<file path="src/rtl/srsg_pkg.sv">
/*
  Shared constants for the system reset and supply guard block.
  Assumes a single 50 MHz system clock and plain-port control.
*/
package srsg_pkg;
  // Clock rate and documented times.
  localparam int CLOCK_HZ          = 50_000_000;
  localparam int WAKE_COUNT_CYCLES = 4096;           // Fixed clock count before release.
  localparam int OSC_START_US      = 60;             // Oscillator start-up time.
  localparam int OSC_START_CYCLES  = (OSC_START_US * (CLOCK_HZ / 1_000_000));
  localparam int FLASH_INIT_US     = 100;            // Flash start-up time.
  localparam int FLASH_INIT_CYCLES = (FLASH_INIT_US * (CLOCK_HZ / 1_000_000));
  localparam int CNT_W             = 16;
  // Supply thresholds in millivolts, with hysteresis band.
  localparam logic [11:0] DROOP_IRQ_MV   = 12'hB86;  // 2950 mV.
  localparam logic [11:0] DROOP_RST_MV   = 12'hA5A;  // 2650 mV.
  localparam logic [11:0] DROOP_HYST_MV  = 12'h032;  // 50 mV.
  localparam logic [11:0] POR_LIMIT_MV   = 12'h3E8;  // 1000 mV.
  // Guard patterns read from the dedicated flash word.
  localparam logic [31:0] GUARD_ONE_PAT   = 32'h1234_5678;
  localparam logic [31:0] GUARD_TWO_PAT   = 32'h8765_4321;
  localparam logic [31:0] GUARD_THREE_PAT = 32'h4321_8765;
  // Vector map selections.
  localparam logic [1:0] MAP_BOOT  = 2'h0;
  localparam logic [1:0] MAP_SRAM  = 2'h1;
  localparam logic [1:0] MAP_EXT   = 2'h2;
  localparam logic [31:0] RESET_VECTOR_ADDR = 32'h0000_0000;
  // Clock source selections.
  localparam logic [1:0] CLK_RC    = 2'h0;
  localparam int EXT_IRQ_N         = 4;
  typedef enum logic [1:0] {GUARD_NONE, GUARD_ONE, GUARD_TWO, GUARD_THREE} srsg_guard_t;
  typedef enum {ST_HOLD, ST_OSC, ST_COUNT, ST_FLASH, ST_RUN} srsg_state_t;
endpackage

</file>
<file path="src/rtl/srsg_sync2.sv">
/*
  Two-flop synchroniser for a vector of asynchronous levels.
  Assumes the destination clock is the system clock.
*/
`timescale 1ns/1ps
module srsg_sync2 #(
  parameter int W = 1
) (
  input  wire logic         clock,  // System clock.
  input  wire logic         rst_n,  // Asynchronous reset, active low.
  input  wire logic [W-1:0] async,  // Asynchronous levels.
  output logic      [W-1:0] synced  // Synchronised levels.
);
  logic [W-1:0] stageOne;

  // Only the second flop reads the first.
  always_ff @(posedge clock or negedge rst_n) begin
    if (!rst_n) begin
      stageOne <= '0;
      synced   <= '0;
    end else begin
      stageOne <= async;
      synced   <= stageOne;
    end
  end
endmodule

</file>
<file path="src/rtl/srsg_droop_cmp.sv">
/*
  Supply comparator with hysteresis on a millivolt sample.
  Assumes the sample word is stable in the system clock domain.
*/
`timescale 1ns/1ps
module srsg_droop_cmp (
  input  wire logic        clock,     // System clock.
  input  wire logic        rst_n,     // Asynchronous reset, active low.
  input  wire logic [11:0] supplyMv,  // Sampled supply in millivolts.
  input  wire logic [11:0] threshMv,  // Trip threshold.
  output logic             below      // High while supply counts as low.
);
  // Trips below the threshold, clears only at or above threshold plus hysteresis.
  always_ff @(posedge clock or negedge rst_n) begin
    if (!rst_n) begin
      below <= 1'b1;
    end else if (supplyMv < threshMv) begin
      below <= 1'b1;
    end else if (supplyMv >= 12'(threshMv + srsg_pkg::DROOP_HYST_MV)) begin
      below <= 1'b0;
    end
  end
endmodule

</file>
<file path="src/rtl/srsg_top.sv">
/*
  System reset and supply guard: merges reset sources, times the reset
  release, monitors the supply in two stages, applies guard levels and
  selects the vector map. Assumes pins are asynchronous and the supply
  sample word comes from an ADC-like monitor already held steady.
*/
// Behaviour
// - Four sources (pin, watchdog, power-on, supply droop) merge into one chip reset.
// - Any reset starts the wake-up timer and reset holds until pin release, oscillator, count and flash init.
// - On release the processor fetches address zero, mapped from the boot block.
// - Only rst_n clears every register; the other sources leave the droop and external interrupt registers running.
// - Supply below the first threshold raises an interrupt request.
// - That request is gated by its enable while its state stays readable for polling.
// - Supply below the second threshold forces chip reset.
// - Droop reset holds down to the lower limit where power-on reset takes over.
// - Both comparisons use hysteresis.
// - The guard level comes from a pattern in flash; in-application programming always works.
// - Level one blocks debug and allows limited loader updates excluding sector zero.
// - Level two blocks debug and allows only full erase and reprogram via the loader.
// - Level three blocks debug and the loader and ignores the boot override pin.
// - External interrupts are edge or level sensitive and may wake from power-down.
// - Vector mapping selects boot ROM, SRAM or external memory at address zero.
// - After power-up and deep wake-up the RC oscillator is the clock; others stay off.
`timescale 1ns/1ps
module srsg_top (
  input  wire logic        clock,           // System clock, 50 MHz.
  input  wire logic        rst_n,           // Power-on reset, active low.
  input  wire logic        resetPin_n,      // External reset pin, active low.
  input  wire logic        watchdogReset,   // Watchdog reset request.
  input  wire logic        oscRunning,      // Oscillator running indication.
  input  wire logic        flashInitDone,   // Flash controller init complete.
  input  wire logic [11:0] supplyMv,        // Core supply sample in millivolts.
  input  wire logic        droopIrqEnable,  // Droop interrupt enable.
  input  wire logic [31:0] guardWord,       // Dedicated flash guard pattern.
  input  wire logic        guardWordValid,  // Guard word has been read.
  input  wire logic        bootOverridePin, // Boot override pin level.
  input  wire logic [1:0]  vectorMapSel,    // Vector map selection.
  input  wire logic [srsg_pkg::EXT_IRQ_N-1:0] extIrqPin,  // External interrupt pins.
  input  wire logic [srsg_pkg::EXT_IRQ_N-1:0] extIrqEdge, // Per-pin edge mode when high.
  input  wire logic [srsg_pkg::EXT_IRQ_N-1:0] extWakeEn,  // Per-pin wake enable.
  input  wire logic        powerDown,       // Power-down mode active.
  input  wire logic        deepWake,        // Wake from deep low-power mode.
  input  wire logic [1:0]  clkSrcReq,       // Software clock source request.
  output logic             chipReset_n,     // Internal chip reset, active low.
  output logic             droopIrq,        // Gated droop interrupt request.
  output logic             droopStatus,     // Droop status for polling.
  output logic             debugAllow,      // Debug port allowed.
  output logic             loaderAllow,     // Programming loader allowed.
  output logic             loaderLimited,   // Loader limited to non-zero sectors.
  output logic             loaderFullOnly,  // Loader full erase only.
  output logic             enterLoader,     // Boot override honoured.
  output logic             iapAllow,        // In-application programming allowed.
  output logic [1:0]       vectorMap,       // Active vector map.
  output logic [31:0]      fetchAddr,       // First fetch address.
  output logic [srsg_pkg::EXT_IRQ_N-1:0] extIrq, // External interrupt requests.
  output logic             wakeUp,          // Wake request from power-down.
  output logic [1:0]       clkSrc           // Active clock source.
);
  localparam int EXT_N = srsg_pkg::EXT_IRQ_N;

  logic [4:0] syncIn;
  logic [EXT_N-1:0] extSync;
  logic pinRel, wdReq, oscOk, flashOk, bootPinS;
  logic belowIrq, belowRst, belowPor;
  logic [EXT_N-1:0] extPrev_reg;
  logic [srsg_pkg::CNT_W-1:0] count_reg, count_next;
  srsg_pkg::srsg_state_t state_reg, state_next;
  srsg_pkg::srsg_guard_t guard_reg;
  logic srcReset_n, relMeta_reg, rel_reg;

  // Asynchronous pins pass two flops first.
  srsg_sync2 #(.W(5)) uSyncCtl (
    .clock  (clock),
    .rst_n  (rst_n),
    .async  ({resetPin_n, watchdogReset, oscRunning, flashInitDone, bootOverridePin}),
    .synced (syncIn)
  );
  assign pinRel   = syncIn[4];
  assign wdReq    = syncIn[3];
  assign oscOk    = syncIn[2];
  assign flashOk  = syncIn[1];
  assign bootPinS = syncIn[0];

  srsg_sync2 #(.W(EXT_N)) uSyncExt (
    .clock  (clock),
    .rst_n  (rst_n),
    .async  (extIrqPin),
    .synced (extSync)
  );

  // Two-stage supply monitor, each with hysteresis.
  srsg_droop_cmp uCmpIrq (
    .clock    (clock),
    .rst_n    (rst_n),
    .supplyMv (supplyMv),
    .threshMv (srsg_pkg::DROOP_IRQ_MV),
    .below    (belowIrq)
  );
  srsg_droop_cmp uCmpRst (
    .clock    (clock),
    .rst_n    (rst_n),
    .supplyMv (supplyMv),
    .threshMv (srsg_pkg::DROOP_RST_MV),
    .below    (belowRst)
  );
  // Below the lower limit the power-on reset port is expected to be asserted.
  assign belowPor = (supplyMv < srsg_pkg::POR_LIMIT_MV);

  // Any source restarts the release sequence; rst_n is the power-on source.
  assign srcReset_n = pinRel & ~wdReq & ~belowRst & ~belowPor;

  // Wake-up sequencer: oscillator, fixed count, then flash init.
  always_comb begin
    state_next = state_reg;
    count_next = count_reg;
    case (state_reg)
      srsg_pkg::ST_HOLD: begin
        count_next = '0;
        if (srcReset_n) state_next = srsg_pkg::ST_OSC;
      end
      srsg_pkg::ST_OSC: begin
        if (oscOk) state_next = srsg_pkg::ST_COUNT;
      end
      srsg_pkg::ST_COUNT: begin
        count_next = count_reg + 1'b1;
        if (count_reg == srsg_pkg::CNT_W'(srsg_pkg::WAKE_COUNT_CYCLES - 1)) begin
          state_next = srsg_pkg::ST_FLASH;
        end
      end
      srsg_pkg::ST_FLASH: begin
        if (flashOk) state_next = srsg_pkg::ST_RUN;
      end
      srsg_pkg::ST_RUN: ;
      default: state_next = srsg_pkg::ST_HOLD;
    endcase
    if (!srcReset_n) state_next = srsg_pkg::ST_HOLD;
  end

  always_ff @(posedge clock or negedge rst_n) begin
    if (!rst_n) begin
      state_reg <= srsg_pkg::ST_HOLD;
      count_reg <= '0;
    end else begin
      state_reg <= state_next;
      count_reg <= count_next;
    end
  end

  // Reset release passes a flop pair; assertion clears it at once.
  always_ff @(posedge clock or negedge rst_n) begin
    if (!rst_n) begin
      relMeta_reg <= 1'b0;
      rel_reg     <= 1'b0;
    end else if (state_next != srsg_pkg::ST_RUN) begin
      relMeta_reg <= 1'b0;
      rel_reg     <= 1'b0;
    end else begin
      relMeta_reg <= 1'b1;
      rel_reg     <= relMeta_reg;
    end
  end

  // Chip reset output comes from a flop; held low until the whole sequence ends.
  always_ff @(posedge clock or negedge rst_n) begin
    if (!rst_n) chipReset_n <= 1'b0;
    else chipReset_n <= rel_reg & (state_next == srsg_pkg::ST_RUN);
  end

  // Droop interrupt, gated by enable; status always visible.
  always_ff @(posedge clock or negedge rst_n) begin
    if (!rst_n) begin
      droopIrq    <= 1'b0;
      droopStatus <= 1'b0;
    end else begin
      droopStatus <= belowIrq;
      droopIrq    <= belowIrq & droopIrqEnable;
    end
  end

  // Guard level latched from flash while the chip is held in reset.
  always_ff @(posedge clock or negedge rst_n) begin
    if (!rst_n) begin
      guard_reg <= srsg_pkg::GUARD_NONE;
    end else if (!chipReset_n && guardWordValid) begin
      case (guardWord)
        srsg_pkg::GUARD_ONE_PAT:   guard_reg <= srsg_pkg::GUARD_ONE;
        srsg_pkg::GUARD_TWO_PAT:   guard_reg <= srsg_pkg::GUARD_TWO;
        srsg_pkg::GUARD_THREE_PAT: guard_reg <= srsg_pkg::GUARD_THREE;
        default:                   guard_reg <= srsg_pkg::GUARD_NONE;
      endcase
    end
  end

  // Access gating derived from the guard level.
  always_ff @(posedge clock or negedge rst_n) begin
    if (!rst_n) begin
      debugAllow     <= 1'b0;
      loaderAllow    <= 1'b0;
      loaderLimited  <= 1'b0;
      loaderFullOnly <= 1'b0;
      enterLoader    <= 1'b0;
      iapAllow       <= 1'b0;
    end else begin
      iapAllow       <= 1'b1;
      debugAllow     <= (guard_reg == srsg_pkg::GUARD_NONE);
      loaderAllow    <= (guard_reg != srsg_pkg::GUARD_THREE);
      loaderLimited  <= (guard_reg == srsg_pkg::GUARD_ONE);
      loaderFullOnly <= (guard_reg == srsg_pkg::GUARD_TWO);
      enterLoader    <= bootPinS & (guard_reg != srsg_pkg::GUARD_THREE);
    end
  end

  // Vector map: boot block during reset, then software choice.
  always_ff @(posedge clock or negedge rst_n) begin
    if (!rst_n) begin
      vectorMap <= srsg_pkg::MAP_BOOT;
      fetchAddr <= srsg_pkg::RESET_VECTOR_ADDR;
    end else begin
      fetchAddr <= srsg_pkg::RESET_VECTOR_ADDR;
      if (!chipReset_n) vectorMap <= srsg_pkg::MAP_BOOT;
      else if (vectorMapSel == srsg_pkg::MAP_SRAM || vectorMapSel == srsg_pkg::MAP_EXT ||
               vectorMapSel == srsg_pkg::MAP_BOOT) vectorMap <= vectorMapSel;
    end
  end

  // External interrupts: edge or level per pin, optional wake.
  always_ff @(posedge clock or negedge rst_n) begin
    if (!rst_n) begin
      extPrev_reg <= '0;
      extIrq      <= '0;
      wakeUp      <= 1'b0;
    end else begin
      extPrev_reg <= extSync;
      extIrq      <= (extIrqEdge & extSync & ~extPrev_reg) | (~extIrqEdge & extSync);
      wakeUp      <= powerDown & |(extSync & extWakeEn);
    end
  end

  // Clock source: RC after reset or deep wake, else software choice.
  always_ff @(posedge clock or negedge rst_n) begin
    if (!rst_n) clkSrc <= srsg_pkg::CLK_RC;
    else if (!chipReset_n || deepWake) clkSrc <= srsg_pkg::CLK_RC;
    else clkSrc <= clkSrcReq;
  end

  // Checks.
  chk_release_needs_run: assert property (@(posedge clock) disable iff (!rst_n)
    $rose(chipReset_n) |-> $past(state_reg == srsg_pkg::ST_RUN))
    else $error("Reset released before sequence end.");
  chk_droop_forces_reset: assert property (@(posedge clock) disable iff (!rst_n)
    belowRst |-> ##[1:3] !chipReset_n)
    else $error("Droop did not force reset.");
  chk_wd_forces_reset: assert property (@(posedge clock) disable iff (!rst_n)
    wdReq |-> ##[1:2] !chipReset_n)
    else $error("Watchdog did not force reset.");
  chk_irq_gated: assert property (@(posedge clock) disable iff (!rst_n)
    droopIrq |-> droopStatus)
    else $error("Interrupt without status.");
  chk_status_follows: assert property (@(posedge clock) disable iff (!rst_n)
    belowIrq |=> droopStatus)
    else $error("Status missed droop.");
  chk_guard_three_loader: assert property (@(posedge clock) disable iff (!rst_n)
    (guard_reg == srsg_pkg::GUARD_THREE) |=> !enterLoader && !loaderAllow)
    else $error("Level three allowed loader.");
  chk_guard_debug_block: assert property (@(posedge clock) disable iff (!rst_n)
    (guard_reg != srsg_pkg::GUARD_NONE) |=> !debugAllow)
    else $error("Guarded debug allowed.");
  chk_map_boot_reset: assert property (@(posedge clock) disable iff (!rst_n)
    !chipReset_n |=> vectorMap == srsg_pkg::MAP_BOOT)
    else $error("Map not boot during reset.");
  chk_clk_rc_reset: assert property (@(posedge clock) disable iff (!rst_n)
    (!chipReset_n || deepWake) |=> clkSrc == srsg_pkg::CLK_RC)
    else $error("Clock not RC after reset.");
  chk_count_length: assert property (@(posedge clock) disable iff (!rst_n)
    (state_reg == srsg_pkg::ST_COUNT) |-> count_reg < srsg_pkg::CNT_W'(srsg_pkg::WAKE_COUNT_CYCLES))
    else $error("Wake count overran.");

  // Further checks on reset sources, release order, interrupt enable, access gating and the first fetch.
  chk_pin_forces_reset: assert property (@(posedge clock) disable iff (!rst_n)
    !pinRel |-> ##[1:2] !chipReset_n)
    else $error("Pin did not force reset.");
  chk_por_holds_reset: assert property (@(posedge clock) disable iff (!rst_n)
    belowPor |=> !chipReset_n)
    else $error("Reset released below the lower limit.");
  chk_irq_needs_enable: assert property (@(posedge clock) disable iff (!rst_n)
    !droopIrqEnable |=> !droopIrq)
    else $error("Interrupt raised while disabled.");
  chk_iap_always_on: assert property (@(posedge clock) disable iff (!rst_n)
    chipReset_n |-> iapAllow)
    else $error("In-application programming blocked.");
  chk_level_one_access: assert property (@(posedge clock) disable iff (!rst_n)
    (guard_reg == srsg_pkg::GUARD_ONE) |=> loaderLimited && loaderAllow && !loaderFullOnly)
    else $error("Level one loader gating wrong.");
  chk_level_two_access: assert property (@(posedge clock) disable iff (!rst_n)
    (guard_reg == srsg_pkg::GUARD_TWO) |=> loaderFullOnly && loaderAllow && !loaderLimited)
    else $error("Level two loader gating wrong.");
  chk_fetch_at_zero: assert property (@(posedge clock) disable iff (!rst_n)
    chipReset_n |-> fetchAddr == srsg_pkg::RESET_VECTOR_ADDR)
    else $error("First fetch not at address zero.");
  chk_release_after_run: assert property (@(posedge clock) disable iff (!rst_n)
    (state_reg != srsg_pkg::ST_RUN) |=> !chipReset_n)
    else $error("Reset released outside the run state.");
  cov_por_band: cover property (@(posedge clock) disable iff (!rst_n) belowPor);
  cov_release: cover property (@(posedge clock) disable iff (!rst_n) $rose(chipReset_n));
  cov_droop_irq: cover property (@(posedge clock) disable iff (!rst_n) $rose(droopIrq));
  cov_guard_three: cover property (@(posedge clock) disable iff (!rst_n)
    guard_reg == srsg_pkg::GUARD_THREE);
  cov_wake: cover property (@(posedge clock) disable iff (!rst_n) wakeUp);
endmodule

</file>
<file path="config.mk">
export PLATFORM = sky130hd
export DESIGN_NAME = srsg_top
export DESIGN_NICKNAME = d
export VERILOG_FILES = /design/src/rtl/srsg_pkg.sv /design/src/rtl/srsg_sync2.sv /design/src/rtl/srsg_droop_cmp.sv /design/src/rtl/srsg_top.sv
export SDC_FILE = /design/constraint.sdc
export NUM_CORES = 1
export LEC_CHECK = 0
export BUFFER_PORTS_ARGS = -buffer_cell sky130_fd_sc_hd__buf_2
export CORE_MARGIN = 5
export CORE_UTILIZATION = 30
export CTS_CLUSTER_SIZE = 16
export DETAILED_ROUTE_END_ITERATION = 16
export PLACE_DENSITY = 0.52
export SETUP_SLACK_MARGIN = 0.2
export SLEW_MARGIN = 5
export SYNTH_ARGS = -nofsm -noshare
export SYNTH_HDL_FRONTEND = slang
export SYNTH_HIERARCHICAL = 1
export SYNTH_SLANG_ARGS = --single-unit
</file>
<file path="constraint.sdc">
create_clock -name clock -period 2.29 [get_ports clock]
set_input_delay 0.458 -clock clock [delete_from_list [all_inputs] [get_ports clock]]
set_output_delay 0.458 -clock clock [all_outputs]
set_load 0.02 [all_outputs]
</file>
Word level (Yosys, flattened, before mapping) --
Cells that the tools add are included. Widths: inputs -> output; s select.
Word-level totals: register bits after elaboration 94, input bits 71, output and inout bits 50, logic and storage cells 92
Cells by class: add/subtract/negate cells 1, $lt $le $gt $ge 5, equality and inequality tests 16, muxes and demuxes 16, bitwise operators 17, reduce and logical (&&, ||, !) cells 12
Operators by type and width (count):
- $pmux 32 s5 | 1
- $mux 32 | 4
- $eq 32x2->1 const B | 2
- $eq 32x1->1 const B | 1
- $eq 32x29->1 const B | 1
- $eq 32x3->1 const B | 1
- $eq 32x31->1 const B | 1
- $eq 32x32->1 const B | 1
- $eq 32x4->1 const B | 1
- $logic_not 32->1 | 1
- $ne 32x4->1 const B | 1
- $pmux 16 s2 | 1
- $ge 12x12->1 const B | 2
- $lt 12x12->1 const B | 2
- $add 16x1->16 const B | 1
- $and 4x4->4 | 4
- $eq 16x12->1 const B | 1
- $lt 12x10->1 const B | 1
- $not 4->4 | 2
- $and 1x1->1 | 7
- $mux 1 | 6
- $mux 2 | 3
- $pmux 2 s3 | 1
- $reduce_bool 2->1 | 3
- other kinds (11) | 18

Depth between registers and ports, before layout --
depth in word-level cells 7, gate-level depth with buffers 11, mapped depth without buffers 11

Cells and area by module --
The synthesis kept the hierarchy.
By module, submodules not included:
- srsg_top | times used 1, cells each 287, area an instance 3269.4 µm², seq. area each 1851.8 µm²
- srsg_droop_cmp at uCmpIrq | times used 1, cells each 91, area an instance 720.7 µm², seq. area each 26.3 µm²
- srsg_droop_cmp at uCmpRst | times used 1, cells each 91, area an instance 711.9 µm², seq. area each 26.3 µm²
- srsg_sync2 at uSyncCtl | times used 1, cells each 10, area an instance 250.2 µm², seq. area each 250.2 µm²
- srsg_sync2 at uSyncExt | times used 1, cells each 8, area an instance 200.2 µm², seq. area each 200.2 µm²

Worst setup path after synthesis --
Ideal clock, no wire load.
path kind reg2reg, start point register state_reg[13], end point register count_reg[4] (netlist name), library setup time 0.121 ns, data arrival time 2.199 ns, required time 2.169 ns, slack -0.030 ns, cell stages (with the launch flop) 8, buffers on the path 3, period minus slack after synthesis 2.320 ns, path through dfrtp_1 or4_4 or4_4 buf_6 or2_1 buf_6 buf_8 a22o_1
Between the ends: word-level cells in the longest chain between the ends 2, elaborated cells between the ends (all ways) 4, classes of those cells eq/ne (1); mux (1); reduce/logical (2)
Ends and longest elaborated chain:
- from (decl) | line srsg_top.sv:67 | srsg_pkg::srsg_state_t state_reg, state_next;
- from (signal assigned) | line srsg_top.sv:141 | state_reg <= srsg_pkg::ST_HOLD;
- from (signal assigned) | line srsg_top.sv:144 | state_reg <= state_next;
- $eq 32x2->1 or $logic_not 32->1 (tied branches) | line srsg_top.sv:116 | case (state_reg)
- $pmux 16 s2 or $reduce_bool 2->1 (tied branches)
- to (signal assigned) | line srsg_top.sv:145 | count_reg <= count_next;
- to (decl) | line srsg_top.sv:66 | logic [srsg_pkg::CNT_W-1:0] count_reg, count_next;
Parallel ways exist; a longest one is shown, timed or not. A chain may end at the register's enable or synchronous reset.

Final worst setup path --
start point register state_reg[10], end point register count_reg[2] (netlist name)
Same word-level chain as after synthesis.

==> summary.txt <==
Outcome
  • Status: finished clean

Route
  • Vias per inst: 4.35
  • Final WL: 11000 um
  • Drt wl/cell: 12.1 um
  • DRC marker count from the first detailed-route iteration: 220
  • Via count: 3958
  • Post-route ant nets: 0
  • Residual DRC: 0
  • Router iterations before antenna repair: 4

Clock network
  • CTS tree: done
  • Htree depth: 3
  • Clock root cell: clkbuf_16
  • Clk sinks: 94
  • CTS Buf Count: 9
  • CTS clock-pin slew for the worst setup and hold paths: 0.07 ns
  • Clk_lat worst skew: 0.34 ns
  • # hold bufs at CTS: 0
  • Clock buffer depth: 2

Placement
  • Post-DP Area: 6100 um2
  • Port-buffer cells: 88
  • Placed Instances: 890
  • RD Place Congestion: 0.804
  • Pre-CTS setup slack: 0.0172 ns
  • Dpl hpwl: 8620 um

Layout
  • Max reg flops: 32
  • Share of layout cells above drive strength 1: 21.9%
  • Ant diodes: 0
  • Post-route cell area: 6510 um2
  • Final Util: 38.1%
  • Synthesis-to-finish area growth: 26.3%
  • Final nets: 799
  • Cell Count, Final, Fillers Out: 909

Synth
  • Mux share of post-synthesis cell area: 0.219%
  • Synthesized area: 5150 um2
  • Mean area per synthesized cell: 10.6 um2
  • Simple-Gate Fraction of Synth Area: 18.2%
  • Unique masters post-synth: 66
  • Synth async-reset ratio: 100%
  • Sequential area share after synthesis: 45.7%
  • Dominant synthesized flop cell: dfrtp_1
  • Synth Area in Compound Gates: 12.3%
  • Mapped Cells: 487
  • Synth warnings: 6
  • Post-Synth Adder-Cell Area: 11.9%
  • Synth Register Bits: 94
  • Number of synthesized flops with an enable pin: 0
  • Post-synthesis xor/xnor area fraction: 2.72%
  • Largest family of logic cells by synthesized area: simple AND/OR/NAND/NOR gates

Pwr
  • Internal power: 2.72 mW
  • Sw frac: 26.7%
  • Static Leak: 3.12 nW
  • Share of power burned in registers: 47.1%
  • Pwr per Cell Area: 570 nW/um2
  • Net switching power: 989 uW
  • Worst vdd ir: 0.394 mV
  • Clock power frac: 39.6%
  • Combinational Power Share: 13.3%

Die
  • Die area: 19900 um2
  • Starting Density: 30.2%
  • IO Pins: 121
  • Core ar.: 17100 um2
  • Die width: 141 um
  • Die height: 141 um
  • Row count: 48

Worst setup path
  • Crit Path Category: flop to flop
  • CP cell instances: or4_1 > or4_4 > buf_8 > or4_1 > o211ai_1
  • Crit-path slowest cell: or4_4
  • CP Launch Point: state_reg[10]
  • RR Endpoint: count_reg[2]
  • Arrival @ worst endpoint: 2.44 ns
  • Most frequent CP cell: or4_1
  • Critical path endpoint category: flop
  • Critical path required time: 2.55 ns
  • CP max stage delay: 0.56 ns
  • R2r setup slk: 0.12 ns
  • Crit path capture: count_reg[2]
  • Crit-path max FO: 18
  • Reg2Reg Depth: 5
  • R2R Path Start: state_reg[10]
  • Type of origin of the critical path: flop

GRT
  • Initial antenna violation count: 0
  • Overall routing resource usage: 11.4%
  • First-pass GRT wire length: 18800 um
  • Grt ovf: 0
  • Pin count of the biggest net entering global routing: 40
  • Vias in the first global route: 4111

Timing
  • Pins Over Slew Limit: 0
  • Crit path time final: 2.17 ns
  • Final period util: 94.9%
  • Slew @ Worst Pin: 0.545 ns
  • Fmax: 460 MHz
  • RSZ-0062 raised after global routing: true
  • Clk_skew: 0.00783 ns
  • Setup ws final: 0.117 ns
  • Slew headroom: 63.7%
  • Final setup violation count: 0
  • Hold_ws: 0.0921 ns
  • Hold Fails Final Rpt: 0

Hold path
  • Worst min path class: primary input to asynchronous set/reset pin

Flow run
  • Max_cap viols: 0
==> layer usage <==
layer / track usage (%) / up-vias / routed length [um]
met1: 12.7 / 1900 / 4400
li1: - / 2006 / -
met2: 21.3 / 38 / 6080
met4: 3.98 / 0 / 193
met5: 0 / - / 0
met3: 2.44 / 14 / 310
==> power groups by stage <==
stage | clock network (mW) | registers (mW) | logic [mW]
6_report | 1.47 | 1.75 | 0.493
5_1_grt | 1.59 | 1.75 | 0.573
4_1_cts | 1.53 | 1.75 | 0.484
3_5_place_dp | 0 | 1.78 | 0.482
3_3_place_gp | 0 | 1.78 | 0.469
2_1_floorplan | 0 | 1.79 | 0.334
==> final cells by class <==
type	instances	area, um2
inverters	33	124
clock inverters	6	63.8
flip-flops and latches	94	2350
fillers	1748	10600
multi-input cells	439	2860
repair buffers	102	579
clock buffers	10	239
well taps	225	282
==> how the worst min path moves through the flow <==
stage                          from            endpoint  slack [ns]  depth (start not counted)
6_report                      rst_n           clkSrc[0]        0.09                          1
5_1_grt                       rst_n           clkSrc[0]        0.12                          1
4_1_cts                       rst_n           clkSrc[0]        0.10                          1
3_5_place_dp   uSyncExt/stageOne[1]  uSyncExt/synced[1]        0.34                          0
3_3_place_gp   uSyncExt/stageOne[1]  uSyncExt/synced[1]        0.33                          0
2_1_floorplan                 rst_n         chipReset_n        0.16                          0
==> cells by family (layout without fill, tap and decap cells) <==
kind of cell,after synthesis,count (layout)
AND/OR/NAND/NOR,155,155
buffers and inverters,76,151
flip-flops,94,94
multiplexers,1,1
XOR/XNOR,16,16
AO/OA/AOI/OAI,94,94
adder cells (fa/ha/maj),49,49
other,2,124
==> cell usage in the layout, fill, tap and decap left out, types with 5 or more instances in the layout <==
cell | netlist | final
a21boi_0 | 5 | 5
a21oi_1 | 25 | 25
buf_2 | 1 | 87
buf_4 | 32 | 11
clkbuf_16 | 0 | 9
conb_1 | 2 | 124
dfrtp_1 | 92 | 92
ha_1 | 49 | 49
inv_1 | 33 | 33
nand2_1 | 30 | 30
nand3_1 | 15 | 15
nand3b_1 | 6 | 6
nand4_1 | 16 | 16
nand4b_1 | 5 | 5
nor2_1 | 17 | 17
nor2b_1 | 7 | 7
nor3_1 | 6 | 5
nor4_1 | 10 | 10
nor4bb_1 | 5 | 5
o211ai_1 | 7 | 7
o21ai_0 | 22 | 20
o221ai_2 | 0 | 5
or4_1 | 7 | 7
xnor2_1 | 16 | 16
==> cell usage after synthesis, types with 3 or more instances <==
| library cell | number | area share [%] |
|---|---|---|
| a21boi_0 | 5 | 0.73 |
| a21o_1 | 4 | 0.58 |
| a21oi_1 | 25 | 2.4 |
| a32o_1 | 3 | 0.58 |
| and3b_1 | 4 | 0.68 |
| buf_4 | 32 | 4.7 |
| buf_6 | 4 | 0.87 |
| clkbuf_1 | 4 | 0.29 |
| dfrtp_1 | 92 | 45 |
| ha_1 | 49 | 12 |
| inv_1 | 33 | 2.4 |
| nand2_1 | 30 | 2.2 |
| nand2b_1 | 4 | 0.49 |
| nand3_1 | 15 | 1.5 |
| nand3b_1 | 6 | 0.87 |
| nand4_1 | 16 | 1.9 |
| nand4b_1 | 5 | 0.85 |
| nor2_1 | 17 | 1.2 |
| nor2b_1 | 7 | 0.85 |
| nor3_1 | 6 | 0.58 |
| nor3b_1 | 4 | 0.58 |
| nor4_1 | 10 | 1.2 |
| nor4b_1 | 3 | 0.51 |
| nor4bb_1 | 5 | 0.97 |
| o211ai_1 | 7 | 1.0 |
| o21ai_0 | 22 | 2.1 |
| o221ai_1 | 5 | 0.85 |
| or4_1 | 7 | 1.0 |
| xnor2_1 | 16 | 2.7 |
==> worst max-delay path: cells and delay by family, from the launching register on <==
family	cells	cell delay (ns)
AO/OA/AOI/OAI	1	0.09
buffers and inverters	1	0.17
flip-flops	1	0.37
AND/OR/NAND/NOR	3	1.46
==> timing repair <==
| action | in CTS | in global routing |
|---|---|---|
| gates resized for setup | 11 | 8 |
| endpoints found under the setup margin | 17 | 17 |
| endpoints found under the hold margin | 0 | 0 |
| pin swaps | 4 | 4 |
| buffers inserted | 3 | 0 |
==> stage by stage <==
stage	TNS, ns	power, mW
floorplan	-0.0160	2.12
global placement	0	2.25
detailed placement	0	2.26
CTS	0	3.76
global route	0	3.91
finish	0	3.71
Note: power is estimated with default switching activity, not from simulation.
